[src/pkg/irq_front_pkg.sv]
// Constants and carrier types shared by the interrupt pin front end.
package irq_front_pkg;

  // Number of maskable request pins and the synchroniser depth.
  localparam int NUM_REQ = 4;
  localparam int SYNC_STAGES = 2;
  // Synchronised inputs: four request pins, nmi, test, external reset.
  localparam int SYNC_W = 7;
  localparam int SY_REQ_LSB = 0;
  localparam int SY_NMI_BIT = 4;
  localparam int SY_TEST_BIT = 5;
  localparam int SY_RESN_BIT = 6;

  // Register byte offsets on the Avalon-MM slave.
  localparam int ADDR_W = 5;
  localparam logic [4:0] OFF_CTRL = 5'h00;
  localparam logic [4:0] OFF_TRIG = 5'h04;
  localparam logic [4:0] OFF_STATUS = 5'h08;
  localparam logic [4:0] OFF_MASK = 5'h0C;
  localparam logic [4:0] OFF_STATE = 5'h10;

  // Control register fields.
  localparam int CTRL_ACK_C_BIT = 0;
  localparam int CTRL_ACK_D_BIT = 1;
  localparam int CTRL_SLAVE_BIT = 2;
  localparam int CTRL_W = 3;
  // Status and mask fields: nmi edge, request edges, wait resume.
  localparam int ST_NMI_BIT = 0;
  localparam int ST_REQ_LSB = 1;
  localparam int ST_RESUME_BIT = 5;
  localparam int STATUS_W = 6;
  // Live state register fields.
  localparam int SS_PEND_LSB = 0;
  localparam int SS_SUSP_BIT = 4;
  localparam int SS_TEST_BIT = 5;
  localparam int SS_SELECT_BIT = 6;

  // Reset values.
  localparam logic [2:0] CTRL_RST = 3'h0;
  localparam logic [3:0] TRIG_RST = 4'h0;
  localparam logic [5:0] MASK_RST = 6'h00;

  // Interrupt type reported for the non-maskable request.
  localparam logic [7:0] NMI_TYPE = 8'h02;

  // Mode bits written by software.
  typedef struct packed {
    logic slave;
    logic ack_d;
    logic ack_c;
  } ctrl_t;

  // Avalon-MM request from the master.
  typedef struct packed {
    logic read;
    logic write;
    logic [ADDR_W-1:0] address;
    logic [31:0] writedata;
    logic [3:0] byteenable;
  } avl_req_t;

  // Avalon-MM answer to the master.
  typedef struct packed {
    logic [31:0] readdata;
    logic waitrequest;
  } avl_rsp_t;

  // Signals from the instruction sequencer.
  typedef struct packed {
    logic instr_boundary;
    logic wait_start;
    logic int_enable;
    logic ack;
    logic [1:0] ack_id;
  } cpu_in_t;

  // Signals to the instruction sequencer.
  typedef struct packed {
    logic nmi_take;
    logic [7:0] nmi_type;
    logic irq_pending;
    logic [3:0] req_active;
    logic suspend;
  } cpu_out_t;

endpackage

[src/core/sync_chain.sv]
// Multi-stage synchroniser for asynchronous pin inputs.
`timescale 1ns/1ps
module sync_chain #(
  parameter int WIDTH = 7,
  parameter int STAGES = 2
) (
  input wire logic clk_sys_i,
  input wire logic reset_i,
  input wire logic [WIDTH-1:0] d_i,
  output logic [WIDTH-1:0] q_o
);

  // The whole chain is one packed state word.
  typedef struct packed {
    logic [STAGES-1:0][WIDTH-1:0] stage;
  } sync_st_t;

  sync_st_t st_ff;
  sync_st_t nxt_st;

  // Fewer than two stages would leave metastability unresolved.
  if (STAGES < 2) begin : g_chk
    $error("sync_chain needs at least two stages");
  end

  // Shift the pins in; only the last stage is visible.
  always_comb begin
    nxt_st = st_ff;
    nxt_st.stage[0] = d_i;
    for (int i = 1; i < STAGES; i++) begin
      nxt_st.stage[i] = st_ff.stage[i-1];
    end
  end

  // Registered chain, cleared by reset.
  always_ff @(posedge clk_sys_i or posedge reset_i) begin
    if (reset_i) begin
      st_ff <= '0;
    end else begin
      st_ff <= nxt_st;
    end
  end

  assign q_o = st_ff.stage[STAGES-1];
endmodule

[src/core/req_channel.sv]
// One maskable request channel: edge or level, with a pending latch.
`timescale 1ns/1ps
module req_channel (
  input wire logic clk_sys_i,
  input wire logic reset_i,
  input wire logic clear_i,
  input wire logic level_mode_i,
  input wire logic req_i,
  input wire logic ack_i,
  output logic rise_o,
  output logic active_o
);

  // Previous synchronised level and the edge latch.
  typedef struct packed {
    logic prev;
    logic pend;
  } chan_st_t;

  chan_st_t st_ff;
  chan_st_t nxt_st;

  assign rise_o = req_i & ~st_ff.prev;

  assign active_o = level_mode_i ? req_i : st_ff.pend;

  // A new edge in the acknowledge cycle wins, so it is not lost.
  always_comb begin
    nxt_st = st_ff;
    nxt_st.prev = req_i;
    nxt_st.pend = (st_ff.pend & ~ack_i) | rise_o;
    if (clear_i) begin
      nxt_st.pend = 1'b0;
    end
  end

  // Channel state register.
  always_ff @(posedge clk_sys_i or posedge reset_i) begin
    if (reset_i) begin
      st_ff <= '0;
    end else begin
      st_ff <= nxt_st;
    end
  end
endmodule

[src/core/interrupt_pin_front_end.sv]
// Interrupt pin front end: nmi, four requests, test wait, reset out.
//
// Implementation choices: the placing of the registers and the Avalon-MM interface to the registers.
`timescale 1ns/1ps
module interrupt_pin_front_end (
  input wire logic clk_sys_i,
  input wire logic reset_i,
  input wire irq_front_pkg::avl_req_t avl_req_i,
  output irq_front_pkg::avl_rsp_t avl_rsp_o,
  input wire logic reset_input_n_i,
  input wire logic nmi_i,
  input wire logic request_pin_a_i,
  input wire logic request_pin_b_i,
  input wire logic request_pin_c_i,
  input wire logic request_pin_d_i,
  output logic ack_out_c_o,
  output logic ack_out_c_oe_o,
  output logic ack_out_d_o,
  output logic ack_out_d_oe_o,
  input wire logic test_pin_i,
  output logic test_pin_o,
  output logic test_pin_oe_o,
  input wire irq_front_pkg::cpu_in_t cpu_i,
  output irq_front_pkg::cpu_out_t cpu_o,
  output logic reset_out_o,
  output logic irq_o
);
  import irq_front_pkg::*;

  // All state of the block, except the request channels and the synchroniser, in one word.
  typedef struct packed {
    logic acc;               // Bus access is in its answer cycle.
    logic [31:0] rdata;      // Read data held for the answer cycle.
    ctrl_t ctrl;             // Pin function selection.
    logic [3:0] trig;        // One means level, zero means edge.
    logic [5:0] mask;        // Interrupt enables per status bit.
    logic [5:0] status;      // Sticky events, cleared by reading.
    logic nmi_prev;          // Last synchronised nmi level.
    logic nmi_pend;          // Nmi edge waiting for a boundary.
    logic nmi_take;          // Nmi entry pulse to the sequencer.
    logic susp;              // Execution suspended by a wait.
    logic rst_out;           // Reset output level.
    logic ack_c_n;           // Acknowledge level for pin c.
    logic ack_d_n;           // Acknowledge level for pin d.
  } state_t;

  state_t st_ff;
  state_t nxt_st;

  logic [SYNC_W-1:0] pins_raw;    // Raw pins in synchroniser order.
  logic [SYNC_W-1:0] pins_sync;   // Pins after the synchroniser.
  logic [NUM_REQ-1:0] ch_req;     // Requests after pin reassignment.
  logic [NUM_REQ-1:0] ch_off;     // Pins not acting as requests.
  logic [NUM_REQ-1:0] ch_ack;     // Acknowledge per channel.
  logic [NUM_REQ-1:0] ch_rise;    // Request edge per channel.
  logic [NUM_REQ-1:0] ch_active;  // Request seen by the sequencer.
  logic [STATUS_W-1:0] events;    // Sticky event sources.
  logic [STATUS_W-1:0] rd_clear;  // Bits consumed by a status read.
  logic rst_int;                  // External reset, synchronised.
  logic test_sync;                // Test level, synchronised.
  logic nmi_sync;                 // Nmi level, synchronised.
  logic nmi_rise;                 // Nmi low to high edge.
  logic resume;                   // Suspension ends this cycle.
  logic bus_req;                  // Master has a request up.

  // True when a bus address selects the given register.
  function automatic logic reg_hit(input logic [ADDR_W-1:0] addr,
                                   input logic [ADDR_W-1:0] off);
    reg_hit = (addr == off);
  endfunction

  // Read multiplexer; unmapped addresses read as zero.
  function automatic logic [31:0] rd_mux(input logic [ADDR_W-1:0] addr,
                                         input state_t s,
                                         input logic [NUM_REQ-1:0] act,
                                         input logic tst,
                                         input logic sel);
    logic [31:0] v;
    v = 32'h0000_0000;
    if (reg_hit(addr, OFF_CTRL)) begin
      v[CTRL_W-1:0] = s.ctrl;
    end else if (reg_hit(addr, OFF_TRIG)) begin
      v[NUM_REQ-1:0] = s.trig;
    end else if (reg_hit(addr, OFF_STATUS)) begin
      v[STATUS_W-1:0] = s.status;
    end else if (reg_hit(addr, OFF_MASK)) begin
      v[STATUS_W-1:0] = s.mask;
    end else if (reg_hit(addr, OFF_STATE)) begin
      v[SS_PEND_LSB +: NUM_REQ] = act;
      v[SS_SUSP_BIT] = s.susp;
      v[SS_TEST_BIT] = tst;
      v[SS_SELECT_BIT] = sel;
    end
    rd_mux = v;
  endfunction

  assign pins_raw = {reset_input_n_i, test_pin_i, nmi_i, request_pin_d_i,
                     request_pin_c_i, request_pin_b_i, request_pin_a_i};

  // One chain serves every asynchronous pin.
  sync_chain #(
    .WIDTH(SYNC_W),
    .STAGES(SYNC_STAGES)
  ) u_sync (
    .clk_sys_i(clk_sys_i),
    .reset_i(reset_i),
    .d_i(pins_raw),
    .q_o(pins_sync)
  );

  assign test_sync = pins_sync[SY_TEST_BIT];
  assign nmi_sync = pins_sync[SY_NMI_BIT];
  // The chain clears to zero, so reset reads active until released.
  assign rst_int = ~pins_sync[SY_RESN_BIT];

  // slave mode takes pins b and d
  always_comb begin
    ch_off = '0;
    ch_off[1] = st_ff.ctrl.slave;
    ch_off[2] = st_ff.ctrl.ack_c;
    ch_off[3] = st_ff.ctrl.ack_d | st_ff.ctrl.slave;
  end
  assign ch_req = pins_sync[SY_REQ_LSB +: NUM_REQ] & ~ch_off;

  // One channel per request pin.
  for (genvar i = 0; i < NUM_REQ; i++) begin : g_ch
    assign ch_ack[i] = cpu_i.ack & (cpu_i.ack_id == 2'(i));
    req_channel u_ch (
      .clk_sys_i(clk_sys_i),
      .reset_i(reset_i),
      .clear_i(rst_int),
      .level_mode_i(st_ff.trig[i]),
      .req_i(ch_req[i]),
      .ack_i(ch_ack[i]),
      .rise_o(ch_rise[i]),
      .active_o(ch_active[i])
    );
  end

  assign nmi_rise = nmi_sync & ~st_ff.nmi_prev;
  assign resume = st_ff.susp & ~test_sync;
  assign bus_req = avl_req_i.read | avl_req_i.write;

  // Event sources feeding the sticky status bits.
  always_comb begin
    events = '0;
    events[ST_NMI_BIT] = nmi_rise;
    events[ST_REQ_LSB +: NUM_REQ] = ch_rise;
    events[ST_RESUME_BIT] = resume;
  end

  // Next state: bus slave, nmi, wait and pin drivers.
  always_comb begin
    nxt_st = st_ff;
    rd_clear = '0;
    // First cycle of an access: fetch data, answer next cycle.
    if (bus_req && !st_ff.acc) begin
      nxt_st.acc = 1'b1;
      if (avl_req_i.read) begin
        nxt_st.rdata = rd_mux(avl_req_i.address, st_ff, ch_active,
                              test_sync, pins_sync[1]);
      end
    end
    // Answer cycle: writes land and status reads consume bits.
    if (st_ff.acc) begin
      nxt_st.acc = 1'b0;
      if (avl_req_i.write && avl_req_i.byteenable[0]) begin
        if (reg_hit(avl_req_i.address, OFF_CTRL)) begin
          nxt_st.ctrl = avl_req_i.writedata[CTRL_W-1:0];
        end else if (reg_hit(avl_req_i.address, OFF_TRIG)) begin
          nxt_st.trig = avl_req_i.writedata[NUM_REQ-1:0];
        end else if (reg_hit(avl_req_i.address, OFF_MASK)) begin
          nxt_st.mask = avl_req_i.writedata[STATUS_W-1:0];
        end
      end
      // Only the bits that were returned are cleared.
      if (avl_req_i.read && reg_hit(avl_req_i.address, OFF_STATUS)) begin
        rd_clear = st_ff.rdata[STATUS_W-1:0];
      end
    end
    // A new event in the read cycle survives the clear.
    nxt_st.status = (st_ff.status & ~rd_clear) | events;

    nxt_st.nmi_prev = nmi_sync;
    nxt_st.nmi_take = cpu_i.instr_boundary & (st_ff.nmi_pend | nmi_rise);
    nxt_st.nmi_pend = (st_ff.nmi_pend | nmi_rise) & ~cpu_i.instr_boundary;

    if (cpu_i.wait_start && test_sync) begin
      nxt_st.susp = 1'b1;
    end else if (resume) begin
      nxt_st.susp = 1'b0;
    end

    nxt_st.ack_c_n = ~(st_ff.ctrl.ack_c & ch_ack[0]);
    nxt_st.ack_d_n = ~(st_ff.ctrl.ack_d & ch_ack[1]);

    nxt_st.rst_out = rst_int;

    if (rst_int) begin
      nxt_st.nmi_pend = 1'b0;
      nxt_st.nmi_take = 1'b0;
      nxt_st.susp = 1'b0;
    end
  end

  // State register; reset leaves acknowledges released.
  always_ff @(posedge clk_sys_i or posedge reset_i) begin
    if (reset_i) begin
      st_ff <= '0;
      st_ff.ctrl <= CTRL_RST;
      st_ff.trig <= TRIG_RST;
      st_ff.mask <= MASK_RST;
      st_ff.rst_out <= 1'b1;
      st_ff.ack_c_n <= 1'b1;
      st_ff.ack_d_n <= 1'b1;
    end else begin
      st_ff <= nxt_st;
    end
  end

  // Bus answer: one wait cycle, then data from the holding register.
  assign avl_rsp_o.waitrequest = bus_req & ~st_ff.acc;
  assign avl_rsp_o.readdata = st_ff.rdata;

  // Level interrupt while any unmasked sticky bit is set.
  assign irq_o = |(st_ff.status & st_ff.mask);

  assign cpu_o.nmi_take = st_ff.nmi_take;
  assign cpu_o.nmi_type = NMI_TYPE;
  assign cpu_o.irq_pending = cpu_i.int_enable & (|ch_active);
  assign cpu_o.req_active = ch_active;
  assign cpu_o.suspend = st_ff.susp;

  // Pin c drives only as an acknowledge; pin d also carries slave irq.
  assign ack_out_c_o = st_ff.ack_c_n;
  assign ack_out_c_oe_o = st_ff.ctrl.ack_c & ~st_ff.ctrl.slave;
  assign ack_out_d_o = st_ff.ctrl.slave ? (|ch_active) : st_ff.ack_d_n;
  assign ack_out_d_oe_o = st_ff.ctrl.ack_d | st_ff.ctrl.slave;

  assign test_pin_o = 1'b0;
  assign test_pin_oe_o = 1'b0;
  assign reset_out_o = st_ff.rst_out;
endmodule

[config.mk]
export PLATFORM = sky130hd
export DESIGN_NAME = interrupt_pin_front_end
export DESIGN_NICKNAME = d
export VERILOG_FILES = /design/src/pkg/irq_front_pkg.sv /design/src/core/sync_chain.sv /design/src/core/req_channel.sv /design/src/core/interrupt_pin_front_end.sv
export SDC_FILE = /design/constraint.sdc
export NUM_CORES = 1
export LEC_CHECK = 0
export ABC_AREA = 1
export BUFFER_PORTS_ARGS = -buffer_cell sky130_fd_sc_hd__buf_2
export CORE_ASPECT_RATIO = 0.7
export CORE_MARGIN = 10
export CORE_UTILIZATION = 48
export DETAILED_ROUTE_END_ITERATION = 16
export GPL_TIMING_DRIVEN = 0
export HOLD_SLACK_MARGIN = 0.15
export PLACE_DENSITY = 0.8
export SLEW_MARGIN = 25
export SYNTH_ARGS = -nofsm -noshare
export SYNTH_HDL_FRONTEND = slang
export SYNTH_SLANG_ARGS = --single-unit
[constraint.sdc]
create_clock -name clk_sys_i -period 1.8 [get_ports clk_sys_i]
set_clock_uncertainty 0.05 [all_clocks]
set_input_delay 0.09 -clock clk_sys_i [delete_from_list [all_inputs] [get_ports clk_sys_i]]
set_output_delay 0.09 -clock clk_sys_i [all_outputs]
set_load 0.01 [all_outputs]
Yosys cells after proc, flatten, opt, wreduce, memory -nomap -nowiden
Index checks and enable logic that the tools add are counted.
{ "op_classes": {"eq_ne": 8, "mux": 26, "bitwise_logic": 52, "n_reduce_logical": 14} }
{ "op_table": {"columns": ["cell", "count"], "rows": [
  ["two-way mux 33 bit", 1],
  ["two-way mux 6 bit", 4],
  ["AND 1 bit", 21],
  ["NOT 1 bit", 18],
  ["two-way mux 1 bit", 14],
  ["two-way mux 7 bit", 2],
  ["AND 6 bit", 2],
  ["equality test 5 x 4 -> 1 bit, second input constant", 2],
  ["two-way mux 3 bit", 3],
  ["two-way mux 4 bit", 2],
  ["bitwise OR 1 bit", 7],
  ["NOT 6 bit", 1],
  ["bitwise OR 6 bit", 1],
  ["OR reduction 6 bit", 1],
  ["equality test 5 x 3 -> 1 bit, second input constant", 1],
  ["equality test 5 bit, second input constant", 1],
  ["logical NOT 5 bit", 1],
  ["AND reduction 5 bit", 1],
  ["AND 4 bit", 1],
  ["equality test 2 bit, second input constant", 2],
  ["logical AND 1 bit", 4],
  ["NOT 4 bit", 1],
  ["AND reduction 4 bit", 1],
  ["OR reduction 4 bit", 1],
  ["7 further kinds", 7]
]} }
{ "word_totals": {"reg_bits": 56, "input_bits": 58, "output_inout_bits": 56, "wordCells": 125} }

Longest topological paths before layout
{ "depth": {"ltp_word": 12, "ltp_mapped": 9, "depth_no_buf": 8} }

Cells and area by module
From an unflattened synthesis, not the netlist that was laid out.
{ "hier_totals": {"hier_cells": 323, "area_unflattened_um2": 2867.8} }
{ "modules_own_cells": {"columns": ["mod", "instances", "cells_each", "area_each_um2", "seq_area_each_um2"], "rows": [
  ["interrupt_pin_front_end", 1, 260, 2138.3, 854.6],
  ["req_channel", 4, 12, 93.8, 50.0],
  ["sync_chain", 1, 15, 354.1, 350.3]
]} }

Worst setup path before layout
Ideal clock, no wire load.
{ "synth_path": {"path_type": "flip-flop to output port", "from": "register st_ff, in the netlist ch_off[1]", "to": "output cpu_o[5] (netlist bit)", "arrival_time_ns": 1.143, "t_required_ns": 1.660, "path_slack_ns": 0.517, "stages_incl_launch_ff": 7, "n_path_buf": 1, "path_cell_list": "dfrtp_1 buf_2 inv_1 nand2_1 a21oi_1 nor2_1 a21boi_0"} }
{ "synth_rtl": {"columns": ["item", "line", "source"], "rows": [
  ["start, declared", "interrupt_pin_front_end.sv:47", "state_t st_ff;"],
  ["start signal, assigned", "interrupt_pin_front_end.sv:217", "st_ff <= nxt_st;"],
  ["end, declared", "interrupt_pin_front_end.sv:24", "output irq_front_pkg::cpu_out_t cpu_o,"]
]} }

==> flow_summary.toml <==
[synthesis]
netlist_area_um2 = 2778
ys_seq_elements = 56
synth-main-ff-cell = "dfrtp_1"
yosysSeqAreaShare_pct = 50.59
synthArstFlopShare_pct = 100.0
synth_warnings = 0
syn_inst = 311
post_synth.cell_area_avg_um2 = 8.931
synth_edf_count = 0
yosys.cell_types.count = 31

[global_routing]
grt_max_degree = 57
grt_pass1_wl_mm = 11.25
grt_usage_pct = 14.35
grt-ovfl-total = 0
antenna_found_initial = 0
grt_pass1_vias = 2266

[sta]
setup_ws_ns = 0.08963
rsz0062_at_grt = "false"
slew_viol_final = 0
worst_pin_slew_ns = 0.6752
max_clock_freq_ghz = 0.5847
setup_violations = 0
hold_viol = 0
fin_tns_setup_ns = 0
slew-limit-headroom_pct = 54.99
fin_crit_sh_pct = 95.02
period_needed_ns = 1.710

[drt]
dr.pass1.iters = 5
drt_iter0_drc = 143
via_count = 2338
drt_drc_violations_left = 0
wl_per_cell_um = 13.75
detail-route-antenna-nets = 0
routed_wl_mm = 6.905
via_per_inst = 4.657

[final_layout]
synthToLayoutAreaGrowth_pct = 30.72
fin_nets = 484
final_common_cell = "nand2_1"
diodes = 0
layout_common_cells = "nand2_1 (68), dfrtp_1 (53), buf_4 (50)"
nFillCells = 479
drive_gt1_share_pct = 33.02

[setup_path]
end_kind = "output pin"
crit_start = "ch_off[1]"
r2r_slack_ns = 0.19
reg2reg_depth = 6
crit_type = "reg2out"
start_kind = "flip-flop"
endpoint = "cpu_o[5]"
crit_fanout = 8
crit_arrival_ns = 1.57
worstPathRequired_ns = 1.66
timing.rr.start = "st_ff[58]"
rr_endpoint = "st_ff[16]"

[floorplanning]
dieArea_um2 = 9278
fp-row-count = 23
die_w_um = 110.9
ios = 114
die_y_um = 83.65
core_um2 = 5669
initial_core_util_pct = 49.00

[clocking]
cts.clk_slew.worst_paths_ns = 0.10
cts_tree = "built"
cts_inserted_buffers = 5
clk_path_buf_depth = 2
worstSkewPairLatency_ns = 0.30
htreeDepth = 2
cts_root_buffer = "clkbuf_8"
clock_sinks = 56

[placed_design]
place.gp.congestion = 0.8993
dpl.hpwl_mm = 5.161
pre_cts_ws_ns = 0.2761
port_buffers = 48

[pwr]
total_power_uw = 2689
power.leakage_uw = 0.001965
peakVddDrop_uv = 407.6
power_density_nw_per_um2 = 740.6

[worst_hold_path]
hold_path.class = "in2reg"
hp-start = "avl_req_i[0]"

[job]
cap_violations = 0

[status]
status = "finished, final reports clean"
## per-stage QoR
stage	area, um^2	std cells	util, %	hold WS [ns]
2_1_floorplan	2902	344	-	0.07143
3_3_place_gp	3236	467	57.07	0.1486
3_5_place_dp	3238	467	57.12	0.1494
4_1_cts	3595	501	63.41	0.2015
5_1_grt	3631	502	64.05	0.2048
6_report	3631	502	64.05	0.1799
## layout make-up
class	instances	area [um^2]	area share, %
Sequential cell	56	1405	38.70
Multi-Input combinational cell	207	1007	27.74
Timing Repair Buffer	75	508.0	13.99
Buffer	54	424.2	11.68
Inverter	27	106.4	2.929
Tap cell	75	93.84	2.584
Clock buffer	6	72.57	1.999
Clock inverter	2	13.76	0.3790
## worst min path at each step
stage,cells after the start,endpoint,slack (ns)
after global routing,5,st_ff[15],0.20
after detailed placement,1,u_sync.nxt_st[9],0.15
after CTS,6,avl_rsp_o[7],0.20
after global placement,1,u_sync.nxt_st[13],0.15
after floorplan,0,u_sync.nxt_st[10],0.07
final,5,st_ff[15],0.18
## kinds of logic (layout without fill, tap and decap cells)
kind of cell / after synthesis / in the layout / synth area share, %
simple gates: 134 / 134 / 22.52
compound gates: 38 / 38 / 7.838
buf+inv: 81 / 164 / 18.78
other cells: 2 / 35 / 0.2704
flops: 56 / 56 / 50.59
## power breakdown
group          leakage (uW)  switching [uW]  internal, uW
clock             0.0000456             401           278
sequential         0.000668            70.8          1350
combinational       0.00125             313           276
## Yosys cell counts, types with 2 or more instances
cell	n	area, um^2
buf_4	49	367.9
conb_1	2	7.510
nor2_2	3	18.77
o211ai_1	4	30.03
inv_1	24	90.09
a21oi_1	10	50.05
nor2_4	4	45.04
nand2_1	70	262.8
dfrtp_1	53	1326
nand2_2	3	18.77
nand4_1	7	43.79
a21oi_2	2	17.52
nand3_1	15	75.07
inv_2	2	7.510
dfstp_2	3	78.83
buf_6	4	45.04
o21ai_0	17	85.08
nor2_1	24	90.09
or2_2	3	18.77
## critical path: stages, from the launching register on
cell and delay [ns]:
dfrtp_1 0.39, buf_6 0.15, inv_1 0.07, nand2_2 0.06, a21oi_2 0.23, nor2_2 0.06
a21boi_1 0.15, buf_2 0.15
## metal layers
| layer | share of wire (%) | track usage, % | wire length (um) | vias up |
|---|---|---|---|---|
| met4 | 0.42 | 2.594 | 29 | 0 |
| met5 | 0 | 0 | 0 | - |
| met1 | 43 | 18.63 | 2943 | 1065 |
| met2 | 48 | 23.24 | 3324 | 128 |
| li1 | - | - | - | 1139 |
| met3 | 8.8 | 4.310 | 607 | 6 |
## state kept, by name, summed over array words and instances, names as in the netlist
register         count
avl_rsp_o            7
u_sync.q_o           7
st_ff               21
reset_out_o          1
ch_off               2
g_ch.u_ch.st_ff      8
u_sync.nxt_st        7
cpu_o                2
ack_out_c_o          1
## repair_timing
| action | in CTS | in global routing |
|---|---|---|
| pin swaps | 0 | 1 |
| endpoints found under the hold margin | 84 | 0 |
| hold buffers | 26 | 0 |
| setup endpoints to repair | 2 | 3 |
| buffers inserted | 0 | 1 |
| gates resized for setup | 3 | 9 |
Note: power is estimated with default switching activity, not from simulation.
